`src/acp_pkg.sv`:
```
// Shared constants for the array counter and 8-bit PWM block
package acp_pkg;
	// Module count and widths
	localparam int ACP_NUM_MOD = 2;
	localparam int ACP_AW = 8;
	// Register byte addresses
	localparam logic [7:0] ACP_ADDR_CNT_LOW = 8'h00;
	localparam logic [7:0] ACP_ADDR_CNT_HIGH = 8'h04;
	localparam logic [7:0] ACP_ADDR_MODE = 8'h08;
	localparam logic [7:0] ACP_ADDR_STATUS = 8'h0C;
	localparam logic [7:0] ACP_CH_BASE = 8'h10;
	localparam logic [7:0] ACP_CH_STRIDE = 8'h10;
	localparam logic [7:0] ACP_CH_MODE = 8'h00;
	localparam logic [7:0] ACP_CH_CPL = 8'h04;
	localparam logic [7:0] ACP_CH_CPH = 8'h08;
	// Field positions
	localparam int ACP_MODE_ECF = 0;
	localparam int ACP_MODE_TSEL_LO = 1;
	localparam int ACP_MODE_IDLE = 7;
	localparam int ACP_STAT_OVF = 0;
	localparam int ACP_CHM_PWM = 1;
	localparam int ACP_CHM_ECOM = 6;
	// Timebase select encodings
	localparam logic [2:0] ACP_TB_DIV12 = 3'h0;
	localparam logic [2:0] ACP_TB_DIV4 = 3'h1;
	localparam logic [2:0] ACP_TB_T0 = 3'h2;
	localparam logic [2:0] ACP_TB_EXT = 3'h3;
	localparam logic [2:0] ACP_TB_SYS = 3'h4;
	localparam logic [2:0] ACP_TB_OSC8 = 3'h5;
	// Divider terminal counts
	localparam logic [3:0] ACP_DIV12_LAST = 4'hB;
	localparam logic [1:0] ACP_DIV4_LAST = 2'h3;
	localparam logic [2:0] ACP_OSC_LAST = 3'h7;
	// Counter limits and reset values
	localparam logic [15:0] ACP_CNT_MAX = 16'hFFFF;
	localparam logic [7:0] ACP_LOW_MAX = 8'hFF;
	localparam logic [7:0] ACP_BYTE_RST = 8'h00;
	localparam logic [15:0] ACP_CNT_RST = 16'h0000;
	localparam logic [15:0] ACP_CNT_ONE = 16'h0001;
	localparam logic [31:0] ACP_RD_ZERO = 32'h0000_0000;
endpackage

```
`src/acp_timebase.sv`:
```
// Count source selection and dividers for the array counter
`timescale 1ns/1ps
`default_nettype none
module acp_timebase
	import acp_pkg::*;
(
	input wire logic pclk,
	input wire logic presetn,
	input wire logic [2:0] sel,
	input wire logic ext_s,
	input wire logic osc_s,
	input wire logic t0_ovf,
	output logic tick
);
	logic [3:0] div12_q;
	logic [1:0] div4_q;
	logic [2:0] osc_cnt_q;
	logic ext_prev_q;
	logic osc_prev_q;
	logic osc_rise;
	logic ext_fall;

	// Free running system clock dividers
	always_ff @(posedge pclk or negedge presetn) begin
		if (!presetn) begin
			div12_q <= '0;
			div4_q <= '0;
		end else begin
			div12_q <= (div12_q == ACP_DIV12_LAST) ? '0 : div12_q + 4'h1;
			div4_q <= div4_q + 2'h1;
		end
	end

	// Edge history of the synchronised pins
	always_ff @(posedge pclk or negedge presetn) begin
		if (!presetn) begin
			ext_prev_q <= 1'b0;
			osc_prev_q <= 1'b0;
			osc_cnt_q <= '0;
		end else begin
			ext_prev_q <= ext_s;
			osc_prev_q <= osc_s;
			if (osc_rise) begin
				osc_cnt_q <= osc_cnt_q + 3'h1;
			end
		end
	end

	assign ext_fall = ext_prev_q & ~ext_s;
	assign osc_rise = osc_s & ~osc_prev_q;

	// Source multiplexer, reserved codes never count
	always_comb begin
		case (sel)
			ACP_TB_DIV12: tick = (div12_q == ACP_DIV12_LAST);
			ACP_TB_DIV4: tick = (div4_q == ACP_DIV4_LAST);
			ACP_TB_T0: tick = t0_ovf;
			ACP_TB_EXT: tick = ext_fall;
			ACP_TB_SYS: tick = 1'b1;
			ACP_TB_OSC8: tick = osc_rise && (osc_cnt_q == ACP_OSC_LAST);
			default: tick = 1'b0;
		endcase
	end
endmodule
`default_nettype wire

```
`src/acp_pwm_chan.sv`:
```
// One capture/compare module in 8-bit PWM mode
`timescale 1ns/1ps
`default_nettype none
module acp_pwm_chan
	import acp_pkg::*;
(
	input wire logic pclk,
	input wire logic presetn,
	input wire logic pwm_mode,
	input wire logic [7:0] cnt_low,
	input wire logic [7:0] cmp_low,
	input wire logic low_wrap,
	output logic pin_q
);
	// Set on compare match, clear on low byte overflow
	always_ff @(posedge pclk or negedge presetn) begin
		if (!presetn) begin
			pin_q <= 1'b0;
		end else if (!pwm_mode) begin
			pin_q <= 1'b0;
		end else if (low_wrap) begin
			pin_q <= 1'b0;
		end else if (cnt_low == cmp_low) begin
			pin_q <= 1'b1;
		end
	end
endmodule
`default_nettype wire

```
`src/acp_top.sv`:
```
// Array counter/timer with 8-bit PWM modules behind an APB slave
// Function
// - Sixteen-bit up-counter seen by software as a high and a low byte.
// - Reading low byte snapshots high byte; next high read returns snapshot.
// - Reading counter bytes never disturbs counting.
// - Timebase select picks div12, div4, timer0, external edge, clock, osc/8.
// - External input counts falling edges; source at most a quarter clock rate.
// - Oscillator divided by eight is synchronised before advancing counter.
// - Wrap from all ones to zero sets the overflow flag.
// - Overflow raises interrupt only while overflow interrupt enable is set.
// - Overflow flag is never cleared by hardware; software clears it.
// - With idle halt clear, counting continues during CPU idle.
// - Each module makes its own PWM output from the shared counter.
// - PWM mode needs both compare enable and PWM select set.
// - Output goes high when low counter byte equals compare low byte.
// - Output goes low when low counter byte overflows.
// - Low byte wrap reloads compare low byte from counter high byte.
// - Duty is 256 minus compare high byte, over 256; the reload here takes the counter high byte, so compare high is unused.
// - Clearing compare enable gives a constantly low output.
// - Writing compare low clears compare enable; compare high sets it.
//
// Implementation choices: the register addresses and register access over APB.
`timescale 1ns/1ps
`default_nettype none
module acp_top (
	input wire logic pclk,
	input wire logic presetn,
	input wire logic psel,
	input wire logic penable,
	input wire logic pwrite,
	input wire logic [acp_pkg::ACP_AW-1:0] paddr,
	input wire logic [31:0] pwdata,
	output logic [31:0] prdata,
	output logic pready,
	output logic pslverr,
	input wire logic external_count_input,
	input wire logic ext_osc_in,
	input wire logic timer0_overflow,
	input wire logic cpu_idle,
	output logic [acp_pkg::ACP_NUM_MOD-1:0] module_output_pin,
	output logic overflow_irq
);
	import acp_pkg::*;

	////////////////////////////////////////////////////////////////////////////
	// Declarations

	logic [1:0] ext_sync_q;
	logic [1:0] osc_sync_q;
	logic tick;
	logic run;
	logic cnt_en;
	logic low_wrap;
	logic [15:0] cnt_q;
	logic [15:0] cnt_d;
	logic [7:0] cnt_high;
	logic [7:0] snap_q;
	logic ovf_q;
	logic ovf_irq_en_q;
	logic [2:0] tsel_q;
	logic idle_halt_q;
	logic pready_q;
	logic pslverr_q;
	logic [31:0] prdata_q;
	logic [31:0] rd_d;
	logic hit_d;
	logic setup;
	logic acc;
	logic wr;
	logic rd;
	logic wr_low;
	logic wr_high;
	logic wr_mode;
	logic wr_stat;
	logic [ACP_NUM_MOD-1:0] ecom_q;
	logic [ACP_NUM_MOD-1:0] pwm_sel_q;
	logic [7:0] cpl_q [ACP_NUM_MOD];
	logic [7:0] cph_q [ACP_NUM_MOD];
	logic [ACP_NUM_MOD-1:0] ch_wr_mode;
	logic [ACP_NUM_MOD-1:0] ch_wr_cpl;
	logic [ACP_NUM_MOD-1:0] ch_wr_cph;
	logic [ACP_NUM_MOD-1:0] pin_q;

	////////////////////////////////////////////////////////////////////////////
	// Pin synchronisers

	// Two flops for each asynchronous input
	always_ff @(posedge pclk or negedge presetn) begin
		if (!presetn) begin
			ext_sync_q <= 2'h0;
			osc_sync_q <= 2'h0;
		end else begin
			ext_sync_q <= {ext_sync_q[0], external_count_input};
			osc_sync_q <= {osc_sync_q[0], ext_osc_in};
		end
	end

	// Count source selection
	acp_timebase u_timebase (
		.pclk(pclk),
		.presetn(presetn),
		.sel(tsel_q),
		.ext_s(ext_sync_q[1]),
		.osc_s(osc_sync_q[1]),
		.t0_ovf(timer0_overflow),
		.tick(tick)
	);

	////////////////////////////////////////////////////////////////////////////
	// APB access decode

	assign setup = psel && !penable;
	assign acc = psel && penable && pready_q;
	assign wr = acc && pwrite;
	assign rd = acc && !pwrite;
	assign wr_low = wr && (paddr == ACP_ADDR_CNT_LOW);
	assign wr_high = wr && (paddr == ACP_ADDR_CNT_HIGH);
	assign wr_mode = wr && (paddr == ACP_ADDR_MODE);
	assign wr_stat = wr && (paddr == ACP_ADDR_STATUS);

	// Read data and address hit for the pending transfer
	always_comb begin
		rd_d = ACP_RD_ZERO;
		hit_d = 1'b1;
		if (paddr == ACP_ADDR_CNT_LOW) begin
			rd_d[7:0] = cnt_q[7:0];
		end else if (paddr == ACP_ADDR_CNT_HIGH) begin
			rd_d[7:0] = snap_q;
		end else if (paddr == ACP_ADDR_MODE) begin
			rd_d[ACP_MODE_ECF] = ovf_irq_en_q;
			rd_d[ACP_MODE_TSEL_LO +: 3] = tsel_q;
			rd_d[ACP_MODE_IDLE] = idle_halt_q;
		end else if (paddr == ACP_ADDR_STATUS) begin
			rd_d[ACP_STAT_OVF] = ovf_q;
		end else begin
			hit_d = 1'b0;
		end
		for (int n = 0; n < ACP_NUM_MOD; n++) begin
			if (paddr == ACP_CH_BASE + ACP_CH_STRIDE * 8'(n) + ACP_CH_MODE) begin
				rd_d[ACP_CHM_ECOM] = ecom_q[n];
				rd_d[ACP_CHM_PWM] = pwm_sel_q[n];
				hit_d = 1'b1;
			end else if (paddr == ACP_CH_BASE + ACP_CH_STRIDE * 8'(n) + ACP_CH_CPL) begin
				rd_d[7:0] = cpl_q[n];
				hit_d = 1'b1;
			end else if (paddr == ACP_CH_BASE + ACP_CH_STRIDE * 8'(n) + ACP_CH_CPH) begin
				rd_d[7:0] = cph_q[n];
				hit_d = 1'b1;
			end
		end
	end

	// No wait state: answer prepared in setup, given in the first access cycle
	always_ff @(posedge pclk or negedge presetn) begin
		if (!presetn) begin
			pready_q <= 1'b0;
			pslverr_q <= 1'b0;
			prdata_q <= ACP_RD_ZERO;
		end else if (setup) begin
			pready_q <= 1'b1;
			pslverr_q <= !hit_d;
			prdata_q <= pwrite ? ACP_RD_ZERO : rd_d;
		end else begin
			pready_q <= 1'b0;
			pslverr_q <= 1'b0;
		end
	end

	assign pready = pready_q;
	assign pslverr = pslverr_q;
	assign prdata = prdata_q;

	////////////////////////////////////////////////////////////////////////////
	// Array mode register

	// Timebase, interrupt enable and idle behaviour
	always_ff @(posedge pclk or negedge presetn) begin
		if (!presetn) begin
			ovf_irq_en_q <= 1'b0;
			tsel_q <= ACP_TB_DIV12;
			idle_halt_q <= 1'b0;
		end else if (wr_mode) begin
			ovf_irq_en_q <= pwdata[ACP_MODE_ECF];
			tsel_q <= pwdata[ACP_MODE_TSEL_LO +: 3];
			idle_halt_q <= pwdata[ACP_MODE_IDLE];
		end
	end

	////////////////////////////////////////////////////////////////////////////
	// Counter

	assign run = !(idle_halt_q && cpu_idle);
	assign cnt_en = tick && run;
	assign cnt_high = cnt_q[15:8];
	assign low_wrap = cnt_en && !wr_low && (cnt_q[7:0] == ACP_LOW_MAX);

	// Software byte writes win over a count in the same cycle
	always_comb begin
		cnt_d = cnt_q;
		if (cnt_en) begin
			cnt_d = cnt_q + ACP_CNT_ONE;
		end
		if (wr_low) begin
			cnt_d[7:0] = pwdata[7:0];
		end
		if (wr_high) begin
			cnt_d[15:8] = pwdata[7:0];
		end
	end

	// Counter state, reads have no part here
	always_ff @(posedge pclk or negedge presetn) begin
		if (!presetn) begin
			cnt_q <= ACP_CNT_RST;
		end else begin
			cnt_q <= cnt_d;
		end
	end

	// High byte snapshot, taken at the edge that captures the low byte read data
	always_ff @(posedge pclk or negedge presetn) begin
		if (!presetn) begin
			snap_q <= ACP_BYTE_RST;
		end else if (setup && !pwrite && (paddr == ACP_ADDR_CNT_LOW)) begin
			snap_q <= cnt_high;
		end
	end

	// Overflow flag: hardware set wins over a software clear
	always_ff @(posedge pclk or negedge presetn) begin
		if (!presetn) begin
			ovf_q <= 1'b0;
		end else if (cnt_en && !wr_low && !wr_high && (cnt_q == ACP_CNT_MAX)) begin
			ovf_q <= 1'b1;
		end else if (wr_stat) begin
			ovf_q <= pwdata[ACP_STAT_OVF];
		end
	end

	// Interrupt request gated by its enable
	always_ff @(posedge pclk or negedge presetn) begin
		if (!presetn) begin
			overflow_irq <= 1'b0;
		end else begin
			overflow_irq <= ovf_q && ovf_irq_en_q;
		end
	end

	////////////////////////////////////////////////////////////////////////////
	// Capture/compare modules

	genvar g;
	generate
		for (g = 0; g < ACP_NUM_MOD; g++) begin : g_mod
			assign ch_wr_mode[g] = wr && (paddr == ACP_CH_BASE + ACP_CH_STRIDE * 8'(g) + ACP_CH_MODE);
			assign ch_wr_cpl[g] = wr && (paddr == ACP_CH_BASE + ACP_CH_STRIDE * 8'(g) + ACP_CH_CPL);
			assign ch_wr_cph[g] = wr && (paddr == ACP_CH_BASE + ACP_CH_STRIDE * 8'(g) + ACP_CH_CPH);

			// Mode bits with compare enable side effects of byte writes
			always_ff @(posedge pclk or negedge presetn) begin
				if (!presetn) begin
					ecom_q[g] <= 1'b0;
					pwm_sel_q[g] <= 1'b0;
				end else if (ch_wr_cpl[g]) begin
					ecom_q[g] <= 1'b0;
				end else if (ch_wr_cph[g]) begin
					ecom_q[g] <= 1'b1;
				end else if (ch_wr_mode[g]) begin
					ecom_q[g] <= pwdata[ACP_CHM_ECOM];
					pwm_sel_q[g] <= pwdata[ACP_CHM_PWM];
				end
			end

			// Compare bytes; a software write beats the automatic reload
			always_ff @(posedge pclk or negedge presetn) begin
				if (!presetn) begin
					cpl_q[g] <= ACP_BYTE_RST;
					cph_q[g] <= ACP_BYTE_RST;
				end else begin
					if (ch_wr_cpl[g]) begin
						cpl_q[g] <= pwdata[7:0];
					end else if (low_wrap) begin
						cpl_q[g] <= cnt_high;
					end
					if (ch_wr_cph[g]) begin
						cph_q[g] <= pwdata[7:0];
					end
				end
			end

			// Independent waveform per module
			acp_pwm_chan u_chan (
				.pclk(pclk),
				.presetn(presetn),
				.pwm_mode(ecom_q[g] && pwm_sel_q[g]),
				.cnt_low(cnt_q[7:0]),
				.cmp_low(cpl_q[g]),
				.low_wrap(low_wrap),
				.pin_q(pin_q[g])
			);
		end
	endgenerate

	assign module_output_pin = pin_q;
endmodule
`default_nettype wire

```
`config.mk`:
```
export PLATFORM = sky130hd
export DESIGN_NAME = acp_top
export DESIGN_NICKNAME = d
export VERILOG_FILES = /design/src/acp_pkg.sv /design/src/acp_timebase.sv /design/src/acp_pwm_chan.sv /design/src/acp_top.sv
export SDC_FILE = /design/constraint.sdc
export NUM_CORES = 1
export LEC_CHECK = 0
export BUFFER_PORTS_ARGS = -buffer_cell sky130_fd_sc_hd__buf_2
export CAP_MARGIN = 20
export CORE_ASPECT_RATIO = 0.7
export CORE_UTILIZATION = 52
export DETAILED_ROUTE_END_ITERATION = 8
export GPL_ROUTABILITY_DRIVEN = 0
export PLACE_DENSITY_LB_ADDON = 0.25
export SLEW_MARGIN = 40
export SYNTH_ARGS = -nofsm -noshare
export SYNTH_HDL_FRONTEND = slang
export SYNTH_SLANG_ARGS = --single-unit
```
`constraint.sdc`:
```
create_clock -name pclk -period 1.9 [get_ports pclk]
set_input_delay 0.38 -clock pclk [delete_from_list [all_inputs] [get_ports pclk]]
set_output_delay 0.38 -clock pclk [all_outputs]
set_load 0.05 [all_outputs]
```
# After elaboration in Yosys (flattened, before gate mapping)
# Cells that the tools add are included.
dict set report classes {
  n_addsub 4
  mul 0
  div_mod_pow 0
  n_lt_le_gt_ge 0
  n_eq_ne 23
  shift 0
  muxes 57
  bitwise_logic 8
  reduce_logical 43
}
# op n
set op_table {}
lappend op_table {{two-way mux 8 bit} 11}
lappend op_table {{two-way mux 1 bit} 38}
lappend op_table {{logical AND 1 bit} 26}
lappend op_table {{equality test 8 x 5 -> 1 bit, second input constant} 3}
lappend op_table {{equality test 8 x 6 -> 1 bit, second input constant} 3}
lappend op_table {{adder 16 x 1 -> 16 bit, second input constant} 1}
lappend op_table {{equality test 16 bit, second input constant} 1}
lappend op_table {{equality test 8 x 4 -> 1 bit, second input constant} 2}
lappend op_table {{equality test 8 bit} 2}
lappend op_table {{two-way mux 16 bit} 1}
lappend op_table {{two-way mux 4 bit} 4}
lappend op_table {{nonzero test 2 bit} 5}
lappend op_table {{equality test 3 bit, second input constant} 3}
lappend op_table {{equality test 8 x 3 -> 1 bit, second input constant} 1}
lappend op_table {{equality test 8 bit, second input constant} 1}
lappend op_table {{logical NOT 8 bit} 1}
lappend op_table {{equality test 3 x 2 -> 1 bit, second input constant} 2}
lappend op_table {{logical NOT 1 bit} 6}
lappend op_table {{two-way mux 3 bit} 2}
lappend op_table {{!= test 3 bit, second input constant} 2}
lappend op_table {{inverter 1 bit} 6}
lappend op_table {{case mux 1 bit (6 select lines)} 1}
lappend op_table {{AND reduction 3 bit} 2}
lappend op_table {{nonzero test 3 bit} 2}
lappend op_table {{8 further kinds} 9}
dict set report totals {
  ff_bits 118
  latchBits 0
  mem_bits_rw 0
  rom_bits 0
  input_bits 49
  word_cells 163
  n_memories 0
}

# Logic depth before layout (Yosys ltp)
dict set report depth {
  ltp_word 13
  mapped_depth 9
  depth_no_buf 7
}

# By module
# From an unflattened synthesis, not the netlist that was laid out.
dict set report hier_totals {
  hier_cells 511
  area_unflattened_um2 5096.1
}
# mod n_inst cells_per_inst area_each_um2 seq_area_each_um2
set by_module_without_submodules {}
lappend by_module_without_submodules {acp_top 1 447 4372.9 2026.9}
lappend by_module_without_submodules {acp_timebase 1 38 473.0 275.3}
lappend by_module_without_submodules {acp_pwm_chan 2 13 125.1 25.0}

# Worst setup path before layout
# No wires, ideal clock.
dict set report synth_timing {
  path_kind {register to register}
  start {register pready_q (netlist: pready)}
  end {register cpl_q[14] (netlist bit)}
  t_arrival_ps 1912
  required_time_ps 1770
  setup_slack_ps -142
  stages_incl_launch_ff 8
  n_path_buf 2
  cell_sequence {dfrtp_1 -> and4_1 -> and3_1 -> or3_1 -> buf_2 -> buf_2 -> o21ai_0 -> a31oi_1}
}
dict set report synth_between {
  elab_chain_len 7
  elab_cells_between_ends 9
  cone_classes {mux: 1; reduce/logical: 8}
}
# element line_no
set synth_lines {}
lappend synth_lines {{from (decl)} acp_top.sv:62} ;# logic pready_q;
lappend synth_lines {{from (signal assigned)} acp_top.sv:156} ;# pready_q <= 1'b0;
lappend synth_lines {{from (signal assigned)} acp_top.sv:160} ;# pready_q <= 1'b1;
lappend synth_lines {{from (signal assigned)} acp_top.sv:164} ;# pready_q <= 1'b0;
lappend synth_lines {{logical AND 1 bit (*)} acp_top.sv:113} ;# assign acc = psel && penable && pready_q;
lappend synth_lines {{logical AND 1 bit (*)} acp_top.sv:114} ;# assign wr = acc && pwrite;
lappend synth_lines {{logical AND 1 bit} acp_top.sv:116} ;# assign wr_low = wr && (paddr == ACP_ADDR_CNT_LOW);
lappend synth_lines {{logical NOT 1 bit} acp_top.sv:195} ;# assign low_wrap = cnt_en && !wr_low && (cnt_q[7:0] == ACP_LOW_MAX);
lappend synth_lines {{logical AND 1 bit (2 in series)} acp_top.sv:195}
lappend synth_lines {{nonzero test 2 bit (no source line)} --}
lappend synth_lines {{to (signal, indexed assignment)} acp_top.sv:281} ;# cpl_q[g] <= pwdata[7:0];
lappend synth_lines {{to (signal, indexed assignment)} acp_top.sv:283} ;# cpl_q[g] <= cnt_high;
lappend synth_lines {{to (decl)} acp_top.sv:77} ;# logic [7:0] cpl_q [ACP_NUM_MOD];
# Mark *: on every way between the ends. The rest lies on a longest branch, timed or not.
# A chain may end at the register's enable or synchronous reset.

# Worst setup path in the final report
dict set report layout_timing {
  start {register u_timebase.osc_cnt_q[0]}
  end {register cpl_q[11] (netlist bit)}
}
dict set report layout_between {
  elab_chain_len 7
}
# element line_no
set layout_lines {}
lappend layout_lines {{from (decl)} acp_timebase.sv:17} ;# logic [2:0] osc_cnt_q;
lappend layout_lines {{from (signal assigned)} acp_timebase.sv:44} ;# osc_cnt_q <= osc_cnt_q + 3'h1;
lappend layout_lines {{equality test 3 bit} acp_timebase.sv:60} ;# ACP_TB_OSC8: tick = osc_rise && (osc_cnt_q == ACP_OSC_LAST);
lappend layout_lines {{logical AND 1 bit} acp_timebase.sv:60}
lappend layout_lines {{case mux 1 bit (6 select lines)} acp_timebase.sv:54} ;# case (sel)
lappend layout_lines {{logical AND 1 bit} acp_top.sv:193} ;# assign cnt_en = tick && run;
lappend layout_lines {{logical AND 1 bit (2 in series)} acp_top.sv:195}
lappend layout_lines {{nonzero test 2 bit (no source line)} --}
# Every way passes these cells.

==> flow_summary.json <==
{
  "period_share_pct": 101,
  "violations": "setup timing",
  "postRouteAntennaNets": 0,
  "syn_area_per_cell_um2": 10.0,
  "criticalPathCategory": "reg2reg",
  "cts_tree": "done",
  "finalMaxSlewViolations": 0,
  "synth_async_sr_flop_share_pct": 100,
  "setup_violations": 6,
  "antenna_found_initial": 1,
  "maxCapViolations": 0,
  "slew_headroom_pct": 60.3,
  "syn_inst": 531,
  "detail_route.vias_per_cell": 6.21,
  "grt_max_degree": 41,
  "num_rows": 30,
  "yosysWarnings": 0,
  "core_area_mm2": 0.00980,
  "die_area_mm2": 0.0106,
  "firstDrtPassIters": 6,
  "die_w_um": 123,
  "portBuffers": 37,
  "start_util_pct": 54.2,
  "vias": 4748,
  "required_ns": 2.17,
  "totalWireLength_mm": 16.0,
  "final-seq-area_mm2": 0.00235,
  "area_growth_pct": 22.4,
  "worst_pin_slew_ns": 0.596,
  "power.total_mw": 4.89,
  "worstSetupEndpointType": "flip-flop",
  "cts_made_buffers": 9,
  "dpl-instance-area_mm2": 0.00610,
  "synth_seq_area_share_pct": 44.3,
  "wl_per_cell_um": 21.0,
  "synthTopCellsByArea": "dfrtp_1, mux2_2, xor2_1, buf_4, o21ai_0",
  "synth_common_cells": "dfrtp_1, nor2_1, nand2_1",
  "crit_fanout": 5,
  "synth_edf_count": 0,
  "cts.sinks": 94,
  "synth_top_area_share_pct": 44.3,
  "startpoint_type": "flip-flop",
  "final_nets": 684,
  "grt_pass1_wl_mm": 24.7,
  "fin_skew_ns": 0.00435,
  "design_area_mm2": 0.00650,
  "p_leak_nw": 3.08,
  "ys_types": 71,
  "rsz0062_at_grt": "yes",
  "place_hpwl_mm": 11.8,
  "fillCellCount": 761,
  "fmax_ghz": 0.520,
  "yosysMostFrequentCell": "dfrtp_1",
  "cp.arrival_ns": 2.19,
  "yosysTopAreaCell": "dfrtp_1",
  "syn_area_mm2": 0.00531,
  "clk_pin_slew_ns": 0.07,
  "drt-initial-drc-count": 839,
  "period_needed_ns": 1.92,
  "cts_root_buf": "clkbuf_16",
  "drive_gt1_share_pct": 31.3,
  "synthFlopType": "dfrtp_1",
  "fin_ws_ns": -0.0229,
  "clk_path_buf_depth": 2,
  "dieHeight_um": 86.6,
  "worst_skew_pair.late_latency_ns": 0.34,
  "cts_max_level": 3,
  "grt_pass1_vias": 4568,
  "multi_input_area_mm2": 0.00274,
  "outcome": "complete, but fails checks",
  "drc": 0,
  "io_pins": 86,
  "ys_ff_latch": 94,
  "grt_overflow": 0,
  "hold_viol_final": 0,
  "power_density_mw_per_mm2": 753,
  "hold_class": "in2async",
  "irDropWorstVdd_v": 0.000486,
  "timing.hold.ws_ns": 0.0302,
  "grt_use_total_pct": 31.8
}
## cells by family (layout without fill, tap and decap cells)
family	after synthesis	in the layout	synth area share, %
AOI/OAI and AO/OA	139	139	17.2
and+or+nand+nor	157	157	17.0
xor gates and xnor gates	32	32	5.27
adders and majority gates	5	5	1.18
DFF	94	94	44.3
other	1	25	0.0706
muxes	38	38	7.89
buffers and inverters	65	146	7.16
## sequential cells by signal (all words and copies together), names as in the netlist, 2 cells and up
register,count
u_timebase.div12_q,4
cnt_q,16
u_timebase.div4_q,2
g_mod.u_chan.pin_q,2
osc_sync_q,2
cpl_q,16
prdata,8
cph_q,16
ext_sync_q,2
tsel_q,3
pwm_sel_q,2
snap_q,8
ecom_q,2
u_timebase.osc_cnt_q,3
## critical path, stage by stage, from the launching register on
cell,delay [ns]
dfrtp_1,0.36
ha_2,0.20
ha_4,0.12
nand3b_1,0.09
a221oi_2,0.21
buf_4,0.18
o21a_2,0.22
clkbuf_16,0.17
nand3_1,0.13
a31oi_1,0.18
## cell usage in the layout, fill, tap and decap left out, types with 6 or more instances in the layout
master | netlist | routed
dfrtp_1 | 94 | 93
buf_4 | 27 | 80
nor2_1 | 41 | 40
buf_2 | 12 | 36
nand2_1 | 35 | 35
mux2_2 | 31 | 30
xor2_1 | 30 | 30
o21ai_0 | 32 | 26
conb_1 | 1 | 24
a21oi_1 | 23 | 23
a31oi_1 | 18 | 18
nand3_1 | 15 | 15
o21ai_1 | 9 | 15
nor4_1 | 13 | 13
clkbuf_16 | 0 | 10
a22oi_1 | 9 | 9
mux2i_1 | 7 | 7
inv_1 | 6 | 6
and3_1 | 6 | 6
## worst paths after layout
| path | slack [ns] | from | cells past startpoint | to |
|---|---|---|---|---|
| min reg2reg | 0.35 | ext_sync_q[0]$_DFF_PN0_ | 0 | ext_sync_q[1]$_DFF_PN0_ |
| min | 0.03 | presetn | 1 | cnt_q[4]$_DFFE_PN0P_ |
| max | -0.02 | u_timebase.osc_cnt_q[0]$_DFFE_PN0P_ | 9 | cpl_q[11]$_DFFE_PN0P_ |
| max in group asynchronous | 1.30 | presetn | 2 | cph_q[3]$_DFFE_PN0P_ |
| min in group pclk | 0.14 | external_count_input | 1 | ext_sync_q[0]$_DFF_PN0_ |
| max reg2reg | -0.02 | u_timebase.osc_cnt_q[0]$_DFFE_PN0P_ | 9 | cpl_q[11]$_DFFE_PN0P_ |
## layout make-up
| type | instances | area share, % |
|---|---|---|
| diodes | 1 | 0.0385 |
| multi-input cells | 395 | 42.1 |
| repair buffers | 124 | 14.3 |
| clock inverters | 6 | 1.06 |
| inverters | 6 | 0.346 |
| flip-flops and latches | 94 | 36.2 |
| clock buffers | 10 | 3.52 |
| well taps | 128 | 2.46 |
## report_power, final
| group | total [mW] | internal (mW) | switching, mW |
|---|---|---|---|
| Clock | 1.84 | 1.03 | 0.810 |
| Sequential | 2.16 | 2.09 | 0.0711 |
| Combinational | 0.896 | 0.349 | 0.547 |
| Total | 4.89 | 3.47 | 1.43 |
## per-stage QoR
stage                     setup TNS (ns)  setup WS (ns)  instances  utilization, %
after CTS                        -0.0261        -0.0261        761            65.5
after global placement             -3.71         -0.226        745            62.2
after detailed placement           -4.56         -0.197        745            62.2
after floorplan                   -0.633        -0.0753        554               -
final                            -0.0763        -0.0229        764            66.4
after global routing               -2.59         -0.140        763            66.4
## repair_timing
item,CTS,global route
pin swaps,4,3
setup buffers,0,1
setup endpoints to repair,9,33
cloned,0,1
hold buffers,0,0
gates resized for setup,5,17
## routing by layer
layer	wire length, um	global-route usage [%]
met1	6820	46.6
met2	6880	46.9
met3	1910	7.63
met4	409	8.43
met5	0	0
Power figures use the tool's default switching activity.
